<file path="src/core/brfp_map.vh">
/*
 brfp_map.vh: register indices, field positions, reset values, mode codes
 and timing counts of the buffered radio FIFO path.
 assumes: included by bare name from core design files and the testbench.
*/
`ifndef BRFP_MAP_VH
`define BRFP_MAP_VH

// register indices (byte-wide registers on the config select channel)
`define BRFP_REG_OPMODE     7'h00
`define BRFP_REG_DATAMODE   7'h01
`define BRFP_REG_SIZETHR    7'h05
`define BRFP_REG_IRQMAP     7'h0D
`define BRFP_REG_FIFOCTL    7'h0E
`define BRFP_REG_PATCFG     7'h12
`define BRFP_REG_PAT_FIRST  7'h16
`define BRFP_REG_PAT_LAST   7'h19

// spi command byte: read flag
`define BRFP_CMD_READ_BIT   7

// operating mode field
`define BRFP_MODE_HI        7
`define BRFP_MODE_LO        5
`define BRFP_MODE_STANDBY   3'h1
`define BRFP_MODE_SYNTH     3'h2
`define BRFP_MODE_RX        3'h3
`define BRFP_MODE_TX        3'h4
`define BRFP_FSET_BIT       0

// data mode config
`define BRFP_BUFSEL_BIT     5
`define BRFP_PKTEN_BIT      2

// pattern config length field
`define BRFP_PATLEN_HI      4
`define BRFP_PATLEN_LO      3

// fifo size / threshold
`define BRFP_SIZE_HI        7
`define BRFP_SIZE_LO        6
`define BRFP_THR_HI         5
`define BRFP_THR_LO         0

// interrupt pin mapping
`define BRFP_MAP0_HI        7
`define BRFP_MAP0_LO        6
`define BRFP_MAP1_HI        5
`define BRFP_MAP1_LO        4
`define BRFP_TXSEL_BIT      3

// fifo interrupt control
`define BRFP_FILLSRC_BIT    7
`define BRFP_FILL_BIT       6
`define BRFP_TXDONE_BIT     5
`define BRFP_STARTANY_BIT   4
`define BRFP_RSSIEN_BIT     3
`define BRFP_LOCKDIS_BIT    0

// reset values
`define BRFP_RST_OPMODE     8'h20
`define BRFP_RST_ZERO       8'h00

// bit period in system clocks
`define BRFP_BIT_DIV        100
`endif

</file>
<file path="src/core/brfp_fifo_path.v">
/*
 brfp_fifo_path.v: spi slave, byte fifo, transmit serializer, receive
 start-pattern detector, config registers and interrupt mapping of the
 buffered radio data path.
 assumes: the host is spi master (mode 0, msb first); modem bit inputs and
 rssi/lock status are on sys_clk; the bit rate is a divider on sys_clk.
*/
// Operation
// - fifo select low reaches fifo, config select low reaches registers; config wins
// - device is spi slave only; host drives every serial clock
// - fifo moves whole bytes; feeds modulator in tx, loads from rx stream
// - rx: first irq by selector: zero, write pulse, not-empty, pattern detect
// - tx: first irq always shows fifo not empty
// - rx: second irq by selector: zero, full, signal strength, threshold
// - tx: second irq shows full, or tx stop when select bit set
// - fill source 0 starts fill on pattern detect; 1 uses manual bit
// - manual fill bit starts/stops fill; in auto it shows detect, 1 rearms
// - tx done reads 0 while bits pending, 1 when all sent
// - start bit 0 starts tx when full; 1 when not empty
// - rssi enable gates rssi status; status is 1 at or above threshold
// - lock status 1 when unlocked; disable bit forces lock pin high
// - size field gives depth 16, 32, 48 or 64 bytes
// - threshold is field plus one; rx threshold irq when count reaches it
// - not-empty and full flags mark tx complete and rx message full
// - mode field: standby 001, synth 010, rx 011, tx 100
// - frequency set select bit picks first or second set
// - with fill source 0, preamble and pattern never enter rx fifo
// - buffered when packet enable 0 and buffered select 1
// - pattern length 8, 16, 24 or 32 bits
// - first pattern register msb matches earliest received bit
`timescale 1ns/1ps
`default_nettype none
`include "brfp_map.vh"

module brfp_fifo_path #(
    parameter BIT_DIV = `BRFP_BIT_DIV
) (
    // clock and reset
    input  wire       sys_clk,
    input  wire       nrst,
    // spi pins
    input  wire       spiSck,
    input  wire       spiMosi,
    output reg        spiMiso,
    output reg        spiMisoOe,
    input  wire       fifoSelectN,
    input  wire       configSelectN,
    // modem side
    output reg        txBit,
    output reg        txActive,
    input  wire       rxBit,
    input  wire       rssiAbove,
    input  wire       pllUnlocked,
    // control outputs
    output reg  [2:0] modeOut,
    output reg        freqSetSel,
    output reg        lockOut,
    output reg        firstInterruptOut,
    output reg        secondInterruptOut
);
    // pin synchronisers
    reg  [2:0]  sckS_r, mosiS_r, fselS_r, cselS_r;
    reg         sckF_r, fselF_r, cselF_r;
    wire        sckRise = (sckS_r[2] == sckS_r[1]) & sckS_r[2] & ~sckF_r;
    wire        sckFall = (sckS_r[2] == sckS_r[1]) & ~sckS_r[2] & sckF_r;
    wire        cfgSel  = ~cselF_r;
    wire        datSel  = ~fselF_r & cselF_r;
    wire        fselNxt = (fselS_r[2] == fselS_r[1]) ? fselS_r[2] : fselF_r;

    always @(posedge sys_clk or negedge nrst) begin
        if (!nrst) begin
            sckS_r  <= 3'h0;
            mosiS_r <= 3'h0;
            fselS_r <= 3'h7;
            cselS_r <= 3'h7;
            sckF_r  <= 1'b0;
            fselF_r <= 1'b1;
            cselF_r <= 1'b1;
        end else begin
            sckS_r  <= {sckS_r[1:0], spiSck};
            mosiS_r <= {mosiS_r[1:0], spiMosi};
            fselS_r <= {fselS_r[1:0], fifoSelectN};
            cselS_r <= {cselS_r[1:0], configSelectN};
            if (sckS_r[2] == sckS_r[1]) sckF_r <= sckS_r[2];
            fselF_r <= fselNxt;
            if (cselS_r[2] == cselS_r[1]) cselF_r <= cselS_r[2];
        end
    end

    // registers
    reg  [7:0]  opMode_r, dataMode_r, sizeThr_r, irqMap_r, fifoCtl_r;
    reg  [7:0]  patCfg_r;
    reg  [7:0]  patReg_r [0:3];
    reg  [7:0]  cmd_r;
    reg  [2:0]  spiBit_r;
    reg         byteIdx_r;
    reg  [7:0]  inSh_r, outSh_r;
    reg  [7:0]  regRd;

    wire [7:0]  rxByte   = {inSh_r[6:0], mosiS_r[2]};
    wire        byteDone = sckRise & (spiBit_r == 3'h7);
    wire [2:0]  mode     = opMode_r[`BRFP_MODE_HI:`BRFP_MODE_LO];
    wire        bufMode  = ~dataMode_r[`BRFP_PKTEN_BIT] &
                           dataMode_r[`BRFP_BUFSEL_BIT];
    wire        isTx     = bufMode & (mode == `BRFP_MODE_TX);
    wire        isRx     = bufMode & (mode == `BRFP_MODE_RX);
    wire        fillSrc  = fifoCtl_r[`BRFP_FILLSRC_BIT];
    wire        startAny = fifoCtl_r[`BRFP_STARTANY_BIT];
    wire        rssiEn   = fifoCtl_r[`BRFP_RSSIEN_BIT];
    wire        lockDis  = fifoCtl_r[`BRFP_LOCKDIS_BIT];
    wire        sigIrq   = rssiEn & rssiAbove;
    wire        regWr    = byteDone & cfgSel & byteIdx_r &
                           ~cmd_r[`BRFP_CMD_READ_BIT];
    wire [6:0]  wAddr    = cmd_r[6:0];

    // fifo storage and count
    reg  [7:0]  mem [0:63];
    reg  [5:0]  wrPtr_r, rdPtr_r;
    reg  [6:0]  count_r;
    wire [6:0]  depth    = {{1'b0, sizeThr_r[`BRFP_SIZE_HI:`BRFP_SIZE_LO]} +
                            3'h1, 4'h0};
    wire [6:0]  thresh   = {1'b0, sizeThr_r[`BRFP_THR_HI:`BRFP_THR_LO]} +
                           7'h01;
    wire        notEmpty = (count_r != 7'h00);
    wire        full     = (count_r >= depth);
    wire        thrIrq   = (count_r >= thresh);

    // tx and rx state
    reg  [2:0]  txCnt_r, rxCnt_r;
    reg  [7:0]  txSh_r, rxSh_r;
    reg         txRun_r, txBusy_r, txStop_r;
    reg  [31:0] patSh_r;
    reg         patDet_r, manFill_r;
    reg  [31:0] patWord, patMask;
    reg  [15:0] div_r;
    wire        bitEn    = (div_r == 16'h0000);
    wire        fillOn   = fillSrc ? manFill_r : patDet_r;
    wire        txDone   = ~notEmpty & ~txBusy_r;
    wire        rxPush   = isRx & bitEn & fillOn & (rxCnt_r == 3'h7) & ~full;
    wire [31:0] patNxt   = {patSh_r[30:0], rxBit};
    wire        patHit   = ((patNxt ^ patWord) & patMask) == 32'h00000000;
    wire        txPop    = isTx & txRun_r & bitEn & (txCnt_r == 3'h0) &
                           notEmpty;
    wire        spiPush  = byteDone & datSel & ~isRx & ~full;
    wire        spiPop   = byteDone & datSel & isRx & notEmpty;
    wire        push     = spiPush | rxPush;
    wire        pop      = spiPop | txPop;
    wire [7:0]  pushData = rxPush ? {rxSh_r[6:0], rxBit} : rxByte;
    // wrap by compare, since 48 is no power of two
    wire [5:0]  lastIdx  = depth[5:0] - 6'h01;
    wire [5:0]  wrNext   = (wrPtr_r == lastIdx) ? 6'h00 : wrPtr_r + 6'h01;
    wire [5:0]  rdNext   = (rdPtr_r == lastIdx) ? 6'h00 : rdPtr_r + 6'h01;

    // pattern aligned to the newest received bits
    always @* begin
        case (patCfg_r[`BRFP_PATLEN_HI:`BRFP_PATLEN_LO])
            2'h0: begin
                patWord = {24'h000000, patReg_r[0]};
                patMask = 32'h000000FF;
            end
            2'h1: begin
                patWord = {16'h0000, patReg_r[0], patReg_r[1]};
                patMask = 32'h0000FFFF;
            end
            2'h2: begin
                patWord = {8'h00, patReg_r[0], patReg_r[1], patReg_r[2]};
                patMask = 32'h00FFFFFF;
            end
            default: begin
                patWord = {patReg_r[0], patReg_r[1], patReg_r[2],
                           patReg_r[3]};
                patMask = 32'hFFFFFFFF;
            end
        endcase
    end

    // register read decode
    always @* begin
        regRd = 8'h00;
        if (wAddr == `BRFP_REG_OPMODE) begin
            regRd = opMode_r;
        end else if (wAddr == `BRFP_REG_DATAMODE) begin
            regRd = dataMode_r;
        end else if (wAddr == `BRFP_REG_SIZETHR) begin
            regRd = sizeThr_r;
        end else if (wAddr == `BRFP_REG_IRQMAP) begin
            regRd = irqMap_r;
        end else if (wAddr == `BRFP_REG_FIFOCTL) begin
            regRd = {fillSrc, fillOn, txDone, startAny, rssiEn, sigIrq,
                     pllUnlocked, lockDis};
        end else if (wAddr == `BRFP_REG_PATCFG) begin
            regRd = patCfg_r;
        end else if (wAddr >= `BRFP_REG_PAT_FIRST &&
                     wAddr <= `BRFP_REG_PAT_LAST) begin
            regRd = patReg_r[wAddr[1:0] - 2'h2];
        end
    end

    // spi shifter; in config and rx fifo reads the fall ending a byte loads the next msb, not a shift
    always @(posedge sys_clk or negedge nrst) begin
        if (!nrst) begin
            spiBit_r  <= 3'h0;
            byteIdx_r <= 1'b0;
            inSh_r    <= 8'h00;
            outSh_r   <= 8'h00;
            cmd_r     <= 8'h00;
        end else if (!cfgSel && !datSel) begin
            spiBit_r  <= 3'h0;
            byteIdx_r <= 1'b0;
            outSh_r   <= fselNxt ? 8'h00 : mem[rdPtr_r];
        end else begin
            if (sckFall && spiBit_r == 3'h0 && cfgSel) begin
                outSh_r <= regRd;
            end else if (sckFall && spiBit_r == 3'h0 && isRx) begin
                outSh_r <= mem[rdPtr_r];
            end else if (sckFall) begin
                outSh_r <= {outSh_r[6:0], 1'b0};
            end
            if (sckRise) begin
                inSh_r   <= rxByte;
                spiBit_r <= spiBit_r + 3'h1;
            end
            if (byteDone && cfgSel) begin
                byteIdx_r <= 1'b1;
                if (!byteIdx_r) cmd_r <= rxByte;
            end
        end
    end

    // config registers; pattern detect set wins over a rearm write
    always @(posedge sys_clk or negedge nrst) begin
        if (!nrst) begin
            opMode_r    <= `BRFP_RST_OPMODE;
            dataMode_r  <= `BRFP_RST_ZERO;
            sizeThr_r   <= `BRFP_RST_ZERO;
            irqMap_r    <= `BRFP_RST_ZERO;
            fifoCtl_r   <= `BRFP_RST_ZERO;
            patCfg_r    <= `BRFP_RST_ZERO;
            patReg_r[0] <= `BRFP_RST_ZERO;
            patReg_r[1] <= `BRFP_RST_ZERO;
            patReg_r[2] <= `BRFP_RST_ZERO;
            patReg_r[3] <= `BRFP_RST_ZERO;
            manFill_r   <= 1'b0;
            patDet_r    <= 1'b0;
        end else begin
            if (regWr) begin
                if (wAddr == `BRFP_REG_OPMODE) begin
                    opMode_r <= rxByte;
                end else if (wAddr == `BRFP_REG_DATAMODE) begin
                    dataMode_r <= rxByte;
                end else if (wAddr == `BRFP_REG_SIZETHR) begin
                    sizeThr_r <= rxByte;
                end else if (wAddr == `BRFP_REG_IRQMAP) begin
                    irqMap_r <= rxByte;
                end else if (wAddr == `BRFP_REG_FIFOCTL) begin
                    fifoCtl_r <= rxByte & 8'h99;
                    manFill_r <= rxByte[`BRFP_FILL_BIT];
                end else if (wAddr == `BRFP_REG_PATCFG) begin
                    patCfg_r <= rxByte;
                end else if (wAddr >= `BRFP_REG_PAT_FIRST &&
                             wAddr <= `BRFP_REG_PAT_LAST) begin
                    patReg_r[wAddr[1:0] - 2'h2] <= rxByte;
                end
            end
            if (isRx && bitEn && !patDet_r && patHit) begin
                patDet_r <= 1'b1;
            end else if (regWr && wAddr == `BRFP_REG_FIFOCTL &&
                         rxByte[`BRFP_FILL_BIT]) begin
                patDet_r <= 1'b0;
            end
        end
    end

    // fifo pointers and count
    always @(posedge sys_clk) begin
        if (push) mem[wrPtr_r] <= pushData;
    end

    always @(posedge sys_clk or negedge nrst) begin
        if (!nrst) begin
            wrPtr_r <= 6'h00;
            rdPtr_r <= 6'h00;
            count_r <= 7'h00;
        end else begin
            if (push) wrPtr_r <= wrNext;
            if (pop) rdPtr_r <= rdNext;
            if (push && !pop) count_r <= count_r + 7'h01;
            else if (pop && !push) count_r <= count_r - 7'h01;
        end
    end

    // bit-rate divider, tx serializer, rx byte assembly
    always @(posedge sys_clk or negedge nrst) begin
        if (!nrst) begin
            div_r    <= 16'h0000;
            txCnt_r  <= 3'h0;
            txSh_r   <= 8'h00;
            txRun_r  <= 1'b0;
            txBusy_r <= 1'b0;
            txStop_r <= 1'b0;
            txBit    <= 1'b0;
            rxCnt_r  <= 3'h0;
            rxSh_r   <= 8'h00;
            patSh_r  <= 32'h00000000;
        end else begin
            div_r <= bitEn ? BIT_DIV[15:0] - 16'h0001 : div_r - 16'h0001;
            if (!isTx) begin
                txRun_r  <= 1'b0;
                txBusy_r <= 1'b0;
                txStop_r <= 1'b0;
                txCnt_r  <= 3'h0;
            end else begin
                if (!txRun_r && (startAny ? notEmpty : full))
                    txRun_r <= 1'b1;
                if (txRun_r && bitEn) begin
                    if (txCnt_r == 3'h0) begin
                        if (notEmpty) begin
                            txBit    <= mem[rdPtr_r][7];
                            txSh_r   <= {mem[rdPtr_r][6:0], 1'b0};
                            txCnt_r  <= 3'h7;
                            txBusy_r <= 1'b1;
                            txStop_r <= 1'b0;
                        end else begin
                            txBusy_r <= 1'b0;
                            txRun_r  <= 1'b0;
                        end
                    end else begin
                        txBit   <= txSh_r[7];
                        txSh_r  <= {txSh_r[6:0], 1'b0};
                        txCnt_r <= txCnt_r - 3'h1;
                        if (txCnt_r == 3'h1 && !notEmpty)
                            txStop_r <= 1'b1;
                    end
                end
            end
            if (isRx && bitEn) begin
                patSh_r <= patNxt;
                if (fillOn) begin
                    rxSh_r  <= {rxSh_r[6:0], rxBit};
                    rxCnt_r <= rxCnt_r + 3'h1;
                end else begin
                    rxCnt_r <= 3'h0;
                end
            end else if (!isRx) begin
                rxCnt_r <= 3'h0;
            end
        end
    end

    // interrupt mapping and pin outputs
    always @(posedge sys_clk or negedge nrst) begin
        if (!nrst) begin
            firstInterruptOut  <= 1'b0;
            secondInterruptOut <= 1'b0;
            spiMiso            <= 1'b0;
            spiMisoOe          <= 1'b0;
            txActive           <= 1'b0;
            modeOut            <= `BRFP_MODE_STANDBY;
            freqSetSel         <= 1'b0;
            lockOut            <= 1'b1;
        end else begin
            if (isTx) begin
                firstInterruptOut  <= notEmpty;
                secondInterruptOut <= irqMap_r[`BRFP_TXSEL_BIT] ?
                                      txStop_r : full;
            end else if (isRx) begin
                case (irqMap_r[`BRFP_MAP0_HI:`BRFP_MAP0_LO])
                    2'h0: firstInterruptOut <= 1'b0;
                    2'h1: firstInterruptOut <= rxPush;
                    2'h2: firstInterruptOut <= notEmpty;
                    default: firstInterruptOut <= patDet_r;
                endcase
                case (irqMap_r[`BRFP_MAP1_HI:`BRFP_MAP1_LO])
                    2'h0: secondInterruptOut <= 1'b0;
                    2'h1: secondInterruptOut <= full;
                    2'h2: secondInterruptOut <= sigIrq;
                    default: secondInterruptOut <= thrIrq;
                endcase
            end else begin
                firstInterruptOut  <= 1'b0;
                secondInterruptOut <= 1'b0;
            end
            spiMiso    <= outSh_r[7];
            spiMisoOe  <= cfgSel | datSel;
            txActive   <= txBusy_r;
            modeOut    <= mode;
            freqSetSel <= opMode_r[`BRFP_FSET_BIT];
            lockOut    <= lockDis | ~pllUnlocked;
        end
    end
endmodule // brfp_fifo_path
`default_nettype wire

</file>
<file path="config.mk">
export PLATFORM = sky130hd
export DESIGN_NAME = brfp_fifo_path
export DESIGN_NICKNAME = d
export VERILOG_FILES = /design/src/core/brfp_fifo_path.v
export VERILOG_INCLUDE_DIRS = /design/src /design/src/core
export SDC_FILE = /design/constraint.sdc
export NUM_CORES = 1
export LEC_CHECK = 0
export BUFFER_PORTS_ARGS = -buffer_cell sky130_fd_sc_hd__buf_2
export CAP_MARGIN = 20
export CORE_MARGIN = 2
export CORE_UTILIZATION = 50
export DETAILED_ROUTE_END_ITERATION = 8
export PLACE_DENSITY = 0.73
export SETUP_SLACK_MARGIN = 0.4
export SYNTH_ARGS = -nofsm -noshare
export SYNTH_HDL_FRONTEND = slang
export SYNTH_SLANG_ARGS = --single-unit
</file>
<file path="constraint.sdc">
create_clock -name sys_clk -period 5.57 [get_ports sys_clk]
set_clock_uncertainty 0.05 [all_clocks]
set_input_delay 1.114 -clock sys_clk [delete_from_list [all_inputs] [get_ports sys_clk]]
set_output_delay 1.114 -clock sys_clk [all_outputs]
set_load 0.05 [all_outputs]
</file>
# Word-level counts from Yosys, hierarchy flattened
# Memories as Yosys holds them, arrays and structs flattened.
# Index checks and enable logic that the tools add are counted.
# totals
reg_bits,221
latchBits,0
ram_bits,512
rom_bits,0
inputBits,9
out_inout_bits,11
word_cells,264
n_memories,1
# op_classes
add_sub_neg,12
mul,0
div_mod_pow,0
n_lt_le_gt_ge,6
eq_ne,27
shifts,0
n_mux,69
bitwise_logic,53
reduce_logical,51
# mem_list
name,words,width,rd,rd_clocked_by_memory_dff,wr,line_no,rtl
mem,64,8,1,0,1,brfp_fifo_path.v:117,reg [7:0] mem [0:63];
# op_table
operator,count
$pmux W32 S3,2
$mux W8,18
$and A32 B32 Y32,1
$bwmux W32,1
$logic_not A32 Y1,1
$xor A32 B32 Y32,1
$mux W1,30
$and A1 B1 Y1,27
$mux W3,9
$not A1 Y1,19
$logic_and A1 B1 Y1,17
$bmux W8 S2,1
$demux W8 S2,1
$logic_not A16 Y1,1
$mux W16,1
$sub A16 B1 Y16 const B,1
$eq A7 B4 Y1 const B,2
$ge A7 B7 Y1,2
$mux W7,2
$add A6 B1 Y6 const B,2
$eq A6 B6 Y1,2
$mux W6,2
$reduce_and A3 Y1,4
$reduce_and A2 Y1,5
40 further kinds,66

# Depth between registers and ports, before layout
# Gate-level depths: netlist (run 1).
# depth
word_depth,14
mapped_depth,17
mapped_depth_nobuf,16

# Least setup slack after synthesis (run 1)
# Ideal clock, no wire load.
# synth_timing
path_kind,register to register
from,register div_r[7]
to,register count_r[6]
setup_ps,126
arrival_ps,3721
t_required_ps,5394
path_slack_ps,1673
stages_incl_launch_ff,16
path_buffers,1
synth_period_minus_slack_ps,3897
cell_sequence,dfrtp_1 -> or4_4 -> nor4b_4 -> nand4_1 -> a221oi_4 -> buf_2 -> ha_1 -> inv_1 -> fa_1 -> a21o_1 -> a21oi_1 -> o21bai_1 -> a21oi_1 -> xnor2_1 -> nor2_1 -> xor2_1
# synth_between
elab_chain_cells,9
word_cells_on_any_way,16
cone_classes,mux (1); bitwise (9); reduce/logical (6)
# synth_lines
element,line_no,rtl
from (decl),brfp_fifo_path.v:135,reg [15:0] div_r;
from (signal assigned),brfp_fifo_path.v:306,div_r <= bitEn ? BIT_DIV[15:0] - 16'h0001 : div_r - 16'h0001;
$logic_not A16 Y1 (*),brfp_fifo_path.v:136,wire bitEn = (div_r == 16'h0000);
$and A1 B1 Y1 (*) (4 in a row),brfp_fifo_path.v:139,wire rxPush = isRx & bitEn & fillOn & (rxCnt_r == 3'h7) & ~full;
$or A1 B1 Y1 (*),brfp_fifo_path.v:146,wire push = spiPush | rxPush;
named net push,brfp_fifo_path.v:146,
$logic_not A1 Y1,brfp_fifo_path.v:288,else if (pop && !push) count_r <= count_r - 7'h01;
$logic_and A1 B1 Y1,brfp_fifo_path.v:288,
$reduce_bool A2 Y1 (no source line),n/a,
to (signal assigned),brfp_fifo_path.v:287,if (push && !pop) count_r <= count_r + 7'h01;
to (signal assigned),brfp_fifo_path.v:288,
to (decl),brfp_fifo_path.v:119,reg [6:0] count_r;
# Mark *: on every way through the listed nets, which the timed path passes. The rest lies on a longest branch.
# A chain may end at the register's enable or synchronous reset.

# Worst setup path in the final report (run 1)
# layout_timing
from,register div_r[2]
to,register count_r[6]
# layout_between
elab_chain_cells,9
word_cells_on_any_way,16
cone_classes,mux (1); bitwise (9); reduce/logical (6)
# layout_lines
element,line_no
$logic_not A16 Y1 (*),brfp_fifo_path.v:136
$and A1 B1 Y1 (4 in a row),brfp_fifo_path.v:139
$or A1 B1 Y1,brfp_fifo_path.v:146
$logic_not A1 Y1,brfp_fifo_path.v:288
$logic_and A1 B1 Y1,brfp_fifo_path.v:288
$reduce_bool A2 Y1 (no source line),n/a
# Mark *: on every way between the ends. The rest lies on a longest branch, timed or not.

==> summary.txt, run 1 <==
Logic synthesis
  – Mapped Nets: 1980
  – Yosys synthesis warning count: 0
  – Post-synthesis mux area share: 0.1705
  – Most used DFF post-synth: edfxtp_1
  – Post-Synthesis Cell Area: 31250 sq um
  – Number of distinct library cells after synthesis: 81
  – EDFF count, synth: 512
  – Mean Syn Cell Area: 16.12 sq um
  – Register area share after synthesis: 0.6687
  – Simple-gate share of the synthesized area: 0.06154
  – Synth Area in Adders: 0.01409
  – Main combinational cell family by area after synthesis: multiplexers
  – Dominant cells by area after synthesis: edfxtp_1, dfrtp_1, mux4_2
  – Async SR Flop Fraction: 0.3005
  – Cells after Synth: 1938
  – Yosys reg bits: 732
  – Synth Area in Compound Gates: 0.05017
  – Synth Area in XOR/XNOR: 0.01766
  – Top cell type's share of synthesized area: 0.4920
  – Area leader, netlist: edfxtp_1

Die
  – Die X: 254.0 um
  – Initial Util: 0.5063
  – Rows: 91
  – Io pins: 20
  – Core Area: 61710 sq um
  – Die height: 254.0 um
  – Die area: 64510 sq um

Timing
  – Min cycle time layout: 4.449 ns
  – Fin. Hold Viols: 0
  – Slew HR: 0.2022
  – Hold_ws: 0.3019 ns
  – Setup TNS Final: 0 ns
  – Worst slew pin tran: 1.186 ns
  – Max frequency: 224.8 MHz
  – Crit share post-route: 0.7988
  – Final setup viols: 0
  – Unrepaired setup endpoints after global routing: no
  – Final Slew Violations: 0

Flow run
  – Max-Cap Viols: 0

Final layout
  – Util after Layout: 0.5663
  – Diodes inserted: 0
  – P&R area growth vs syn: 11.85%
  – # nets final: 2033
  – Layout cells sized above 1: 0.2410

Clocking
  – Hold buffers post-CTS: 0
  – Clock slew at reported path FFs: 0.06 ns
  – CTS tree: yes
  – CTS Buffer Depth: 3
  – CTS Root Cell: clkbuf_16
  – Cts repair resizes: 0
  – H-tree depth: 3
  – Worst skew pair latency: 0.63 ns
  – Total CTS buffers: 75
  – Clock sink count: 732
  – Post-CTS Setup Bufs: 0

GRT
  – Global-route wire length before repair: 108800 um
  – Largest net degree at the start of global routing: 109
  – Gr ovfl total: 0
  – Total track usage: 0.2247
  – Initial antenna violation count: 0
  – Vias in the first global route: 17680

Status
  – Outcome: completed

Detailed routing
  – ANT nets after route: 0
  – Via-to-Cell Ratio: 6.132
  – # DRC: 0
  – Initial DRC count: 1818
  – Wirelength, routed: 71570 um
  – Vias post-DR: 17700
  – Wire per inst: 24.79 um
  – Drt first pass iters: 7

Critical path
  – CP peak stage delay: 0.70 ns
  – Critical path type: reg -> reg
  – Critical-path maximum fanout: 17
  – Depth of the worst register-to-register path: 15
  – Slowest CP cell: nor4bb_1
  – Cell with the most instances on the worst path: a21oi_1
  – WP data required: 6.02 ns
  – Critical Path End Type: register
  – Worst R2R Start: div_r[2]
  – Crit path launch type: register
  – Arrival time worst endpoint: 4.90 ns
  – R2R setup slack: 1.12 ns
  – R2R Path End: count_r[6]
  – CP cell instances: nor4_1, nor4bb_1, nand4_1, a221oi_4, buf_4, ha_1, inv_1, fa_1, a21o_1, a21oi_1, o21bai_1, a21oi_1, xnor2_1, nor2_1, xor2_1

Hold path
  – Hold WC Path Type: reg -> reg
  – Worst Hold End: mosiS_r[2]
  – WHS Path Cells: 0
  – Hold Path Origin: mosiS_r[1]

Placement
  – Final HPWL DP: 44240 um
  – GPL Wtd Cong: 0.8625
  – Port-buffer cells: 19

Power and ir drop
  – Pwr/cell area: 348.9 nW/um^2
  – VDD IR max: 0.0002183 V
  – Leakage power: 0.01238 uW
[cells in the final DEF, fill, tap and decap left out, types with 11 or more instances in the layout]
master     count
mux4_2       122
buf_2         20
dfstp_2       11
nand2b_1      11
a21oi_1       42
clkbuf_16     75
inv_1         25
o21ai_0       60
nor2_1       118
or3_1         11
nand3_1       33
o221ai_1      17
nand4_1       14
xor2_1        22
mux2i_1       89
a22oi_1       13
nor3_1        34
ha_1          32
nand2_1       92
buf_4         48
nand3b_1      12
o22ai_1       14
clkinv_2      16
xnor2_1       41
edfxtp_1     512
clkbuf_1      14
nor2b_1       13
mux2_2       150
dfrtp_1      206
[synthesized netlist by cell type, drive strengths merged, types with 41 or more instances]
cell type / n
mux4: 122
mux2: 150
mux2i: 89
o21ai: 61
nand2: 94
buf: 41
clkbuf: 59
a21oi: 42
xnor2: 41
dfrtp: 209
edfxtp: 512
nor2: 119
[flip-flops by register name, indices dropped and copies added, names as in the netlist, 8 cells and up]
signal,cells
cmd_r,8
dataMode_r,8
outSh_r,8
patSh_r,31
patReg_r,32
mem,512
patCfg_r,8
opMode_r,8
irqMap_r,8
sizeThr_r,8
div_r,16
[through the flow]
stage | setup slack (ns) | instances | total power [uW] | cell area, sq um
after CTS | 1.190 | 2879 | 12230 | 34840
final | 1.121 | 2887 | 12190 | 34950
after floorplan | 1.673 | 1938 | 6807 | 31250
after global routing | 0.6432 | 2887 | 12530 | 34950
after global placement | 1.268 | 2743 | 7163 | 32340
after detailed placement | 1.234 | 2743 | 7216 | 32340
[routing by layer]
| layer | GRT usage | vias up | share of wire |
|---|---|---|---|
| met5 | 0 | - | 0 |
| li1 | - | 7653 | - |
| met1 | 0.3212 | 9070 | 0.42 |
| met4 | 0.07529 | 0 | 0.027 |
| met3 | 0.04415 | 133 | 0.088 |
| met2 | 0.3479 | 847 | 0.47 |
[cells by family (layout without fill, tap and decap cells)]
kind of cell,Yosys count,count (layout)
and+or+nand+nor,389,389
xor gates and xnor gates,63,63
buffers and inverters,126,238
muxes,361,361
adders and majority gates,35,35
DFF,732,732
AOI/OAI and AO/OA,232,232
[worst max path at each step]
stage / depth (start not counted) / to / slack [ns] / from
2_1_floorplan: 15 / count_r[6] / 1.67 / div_r[7]
3_3_place_gp: 15 / count_r[6] / 1.27 / div_r[2]
3_5_place_dp: 15 / count_r[6] / 1.23 / div_r[2]
4_1_cts: 15 / count_r[6] / 1.19 / div_r[2]
5_1_grt: 15 / count_r[6] / 0.64 / div_r[2]
6_report: 15 / count_r[6] / 1.12 / div_r[2]
[area by class of cell]
cell class                      instances  area, sq um
Clock buffer                           94         1998
Clock inverter                         42        496.7
Fill cell                            4629        26760
Inverter                               26        97.59
Multi-Input combinational cell       1080         9811
Sequential cell                       732        20900
Tap cell                              837         1047
Timing Repair Buffer                   76        596.8
[critical path: cells and delay by family (launching register included)]
kind / cells / cell delay, ns
DFF: 1 / 0.41
buffers and inverters: 2 / 0.40
xor gates and xnor gates: 2 / 0.30
and+or+nand+nor: 4 / 1.49
adders and majority gates: 2 / 0.67
AOI/OAI and AO/OA: 5 / 1.01
[report_power, final]
group	internal, uW	switching (uW)	total, uW
Clock	2950	2120	5070
Sequential	6310	118	6420
Combinational	120	577	697
Total	9380	2820	12200
No activity file was read; power rests on OpenSTA's default activity.
==> run 2, diff against run 1 <==
--- a/config.mk
+++ b/config.mk
@@ -6,6 +6,7 @@
 export SDC_FILE = /design/constraint.sdc
 export NUM_CORES = 1
 export LEC_CHECK = 0
+export ABC_AREA = 1
 export BUFFER_PORTS_ARGS = -buffer_cell sky130_fd_sc_hd__buf_2
 export CAP_MARGIN = 20
 export CORE_MARGIN = 2
==> constraint.sdc (replaced) <==
create_clock -name sys_clk -period 4.41 [get_ports sys_clk]
set_clock_uncertainty 0.05 [all_clocks]
set_input_delay 0.882 -clock sys_clk [delete_from_list [all_inputs] [get_ports sys_clk]]
set_output_delay 0.882 -clock sys_clk [all_outputs]
set_load 0.05 [all_outputs]
==> run 2 against run 1 <==
Net effect: flip-flop and latch count is the same; maximum frequency grew 20%; synthesized cell count grew 71%; worst setup slack lost 0.41 ns; sequential share of layout area shrank 1.8 points; utilization shrank 0.64 points; power grew 26%; register-to-register slack lost 0.41 ns; largest cell class unchanged.
==> summary.txt, run 2 <==
GRT
  – Global-route wire length before repair: 125800 um (was 108800 um)
  – Initial antenna violation count: 1 (was 0)
  – Total track usage: 0.2414 (was 0.2247)
  – Vias in the first global route: 22420 (was 17680)
  – Gr ovfl total: 0 (unchanged)
  – Largest net degree at the start of global routing: 173 (was 109)

Logic synthesis
  – Mapped Nets: 3347 (was 1980)
  – Synth Area in Compound Gates: 0.07808 (was 0.05017)
  – EDFF count, synth: 512 (unchanged)
  – Commonest cells in the netlist: nand2_1, edfxtp_1, nor2_1 (was edfxtp_1, dfrtp_1, mux2_2)
  – Dominant cells by area after synthesis: edfxtp_1, dfrtp_1, nand2_1 (was edfxtp_1, dfrtp_1, mux4_2)
  – Cells after Synth: 3305 (was 1938)
  – Area leader, netlist: edfxtp_1 (unchanged)
  – Most used DFF post-synth: edfxtp_1 (unchanged)
  – Register area share after synthesis: 0.6436 (was 0.6687)
  – Yosys reg bits: 732 (unchanged)
  – Synth Area in Adders: 0.01326 (was 0.01409)
  – Top cell type's share of synthesized area: 0.4736 (was 0.4920)
  – Yosys synthesis warning count: 0 (unchanged)
  – Async SR Flop Fraction: 0.3005 (unchanged)
  – Main combinational cell family by area after synthesis: simple AND/OR/NAND/NOR gates (was multiplexers)
  – Post-Synthesis Cell Area: 32460 sq um (was 31250 sq um)
  – Post-synthesis mux area share: 0 (was 0.1705)
  – Top-count cell post-synth: nand2_1 (was edfxtp_1)
  – Simple-gate share of the synthesized area: 0.2021 (was 0.06154)
  – Synth Area in XOR/XNOR: 0.009982 (was 0.01766)
  – Mean Syn Cell Area: 9.823 sq um (was 16.12 sq um)
  – Number of distinct library cells after synthesis: 44 (was 81)

Power and ir drop
  – Leakage power: 0.01436 uW (was 0.01238 uW)
  – VDD IR max: 0.0003024 V (was 0.0002183 V)
  – Post-route total power: 15420 uW (was 12190 uW)
  – Sequential Power Share: 0.516 (was 0.527)
  – Sw power: 3618 uW (was 2818 uW)
  – Pwr/cell area: 427.9 nW/um^2 (was 348.9 nW/um^2)
  – Int Pwr: 11800 uW (was 9376 uW)
  – Clock Power Share: 0.415 (was 0.416)
  – Gate power share: 0.069 (was 0.057)
  – Switching part of the total: 0.2347 (was 0.2311)

Detailed routing
  – # DRC: 0 (unchanged)
  – Vias post-DR: 23340 (was 17700)
  – Wirelength, routed: 79710 um (was 71570 um)
  – Initial DRC count: 2717 (was 1818)
  – ANT nets after route: 0 (unchanged)
  – Wire per inst: 18.93 um (was 24.79 um)
  – Via-to-Cell Ratio: 5.542 (was 6.132)
  – Drt first pass iters: 6 (was 7)

Final layout
  – Util after Layout: 0.5599 (was 0.5663)
  – Most common cell after layout, fill and taps aside: nand2_1 (was edfxtp_1)
  – Most frequent cells in the layout: nand2_1, edfxtp_1, nor2_1, inv_1, o21ai_0 (was edfxtp_1, dfrtp_1, mux2_2, mux4_2, nor2_1)
  – Layout cells sized above 1: 0.06704 (was 0.2410)
  – Diodes inserted: 0 (unchanged)
  – P&R area growth vs syn: 10.98% (was 11.85%)
  – # fillers: 5422 (was 4629)
  – Largest register by flop count: mem (unchanged)
  – Max reg flops: 512 (unchanged)
  – Top Registers: mem (512), patReg_r (32), patSh_r (31) (unchanged)
  – Design area: 36030 sq um (was 34950 sq um)
  – # nets final: 3336 (was 2033)

Clocking
  – CTS Buffer Depth: 3 (unchanged)
  – Worst skew pair latency: 0.63 ns (about the same)
  – H-tree depth: 3 (unchanged)
  – Clock slew at reported path FFs: 0.06 ns (about the same)
  – Hold buffers post-CTS: 0 (unchanged)
  – Total CTS buffers: 75 (unchanged)
  – CTS tree: yes (unchanged)
  – Clock sink count: 732 (unchanged)
  – CTS Root Cell: clkbuf_16 (unchanged)

Die
  – Die X: 258.8 um (was 254.0 um)
  – Io pins: 20 (unchanged)
  – Die area: 66990 sq um (was 64510 sq um)
  – Initial Util: 0.5045 (was 0.5063)
  – Core Area: 64350 sq um (was 61710 sq um)
  – Die height: 258.8 um (was 254.0 um)
  – Rows: 93 (was 91)

Critical path
  – Critical-path maximum fanout: 18 (was 17)
  – Depth of the worst register-to-register path: 12 (was 15)
  – Crit path launch type: register (unchanged)
  – Arrival time worst endpoint: 3.90 ns (was 4.90 ns)
  – Cell family with most CP delay: simple AND/OR/NAND/NOR gates (unchanged)
  – Critical path type: reg -> reg (unchanged)
  – Slowest CP cell: nor2_1 (was nor4bb_1)
  – R2R Path End: mem[51][6] (was count_r[6])
  – CP peak stage delay: 0.71 ns (was 0.70 ns)
  – WP data required: 4.60 ns (was 6.02 ns)
  – Worst R2R Start: sizeThr_r[6] (was div_r[2])
  – Critical Path End Type: register (unchanged)
  – Worst path bufs/invs: 3 (was 2)
  – R2R setup slack: 0.71 ns (was 1.12 ns)
  – CP cell instances: ha_1, inv_1, ha_1, nand2_1, o21a_1, nand2_1, inv_1, nand3_1, nand2_4, buf_4, nand4_1, nor2_1 (was nor4_1, nor4bb_1, nand4_1, a221oi_4, buf_4, ha_1, inv_1, fa_1, a21o_1, a21oi_1, o21bai_1, a21oi_1, xnor2_1, nor2_1, xor2_1)

Placement
  – Dpl cell area: 33540 sq um (was 32340 sq um)
  – Final HPWL DP: 50740 um (was 44240 um)
  – Port-buffer cells: 19 (unchanged)
  – GPL Wtd Cong: 0.9181 (was 0.8625)

Timing
  – Min cycle time layout: 3.703 ns (was 4.449 ns)
  – Crit share post-route: 0.8396 (was 0.7988)
  – Max frequency: 270.1 MHz (was 224.8 MHz)
  – Final setup viols: 0 (unchanged)
  – Worst slew pin tran: 1.109 ns (was 1.186 ns)
  – Unrepaired setup endpoints after global routing: no (unchanged)
  – Slew HR: 0.2596 (was 0.2022)
  – Fin. Hold Viols: 0 (unchanged)
  – Hold_ws: 0.2782 ns (was 0.3019 ns)
  – Final Slew Violations: 0 (unchanged)

Status
  – Outcome: completed (unchanged)

Hold path
  – Hold WC Path Type: in -> async (was reg -> reg)

Flow run
  – Max-Cap Viols: 0 (unchanged)
[run 2: cell count changes in the layout (fill, tap and decap cells not counted), moves of 13 or more]
cell / previous run / this run
a21oi_1: 42 / 110
buf_4: 48 / 32
inv_1: 25 / 283
mux2_2: 150 / 0
mux2i_1: 89 / 0
mux4_2: 122 / 0
nand2_1: 92 / 809
nand3_1: 33 / 278
nor2_1: 118 / 418
nor2b_1: 13 / 0
o211ai_1: 4 / 17
o21ai_0: 60 / 280
o22ai_1: 14 / 36
xnor2_1: 41 / 5
[run 2: what timing repair did]
item | 4_1_cts | 5_1_grt
buffers inserted | 0 | 1
gates resized for setup | 0 | 1
setup endpoints to repair | 0 | 2
[run 2: routing by layer]
metal	wire, um	GRT usage	share of wire
met1	33030	0.3335	0.41
met3	6235	0.03472	0.078
met2	37270	0.3828	0.47
met5	7	0	0.000088
met4	3159	0.1069	0.040
[run 2: cell families (layout without fill, tap and decap cells)]
group	after synthesis	in the layout
fa+ha+maj	34	34
buf+inv	439	490
xor+xnor	37	37
flops	732	732
compound gates	475	475
simple gates	1588	1588
[run 2: worst max path at each step]
stage | cells past startpoint | start | slack (ns) | endpoint
CTS | 21 | sizeThr_r[6] | 0.55 | count_r[6]
detailed placement | 21 | sizeThr_r[6] | 0.57 | count_r[6]
global placement | 21 | sizeThr_r[6] | 0.71 | count_r[6]
floorplan | 10 | sizeThr_r[7] | -0.58 | mem[0][1]
global route | 21 | sizeThr_r[6] | 0.44 | count_r[6]
finish | 12 | sizeThr_r[6] | 0.71 | mem[51][6]
[run 2: power groups by stage]
stage	clock, uW	combinational [uW]	sequential [uW]
floorplan	0	421	8170
global placement	0	1040	8090
detailed placement	0	1060	8090
CTS	6470	1060	7950
global route	6750	1140	7960
finish	6400	1070	7950
[run 2: cell type report]
class	instances	area, sq um	share of cell area
tap	855	1070	0.02969
inverter	291	1099	0.03049
sequential	732	20900	0.5801
multi-input combinational	2134	9955	0.2763
clock inverter	41	442.9	0.01229
timing repair buffer	60	525.5	0.01459
clock buffer	98	2036	0.05650
[run 2: metrics by stage]
stage	TNS (ns)	setup WS [ns]	std cells
final	0	0.7073	4211
after global placement	0	0.7105	4071
after global routing	0	0.4404	4211
after floorplan	-261.93	-0.5847	3305
after detailed placement	0	0.5702	4071
after CTS	0	0.5518	4210
[run 2: worst reg2reg max path, delay by kind of cell (launching register included)]
family / cells / cell delay (ns)
and+or+nand+nor: 6 / 1.64
buffers and inverters: 3 / 0.43
adders and majority gates: 2 / 0.63
DFF: 1 / 0.47
AOI/OAI and AO/OA: 1 / 0.11
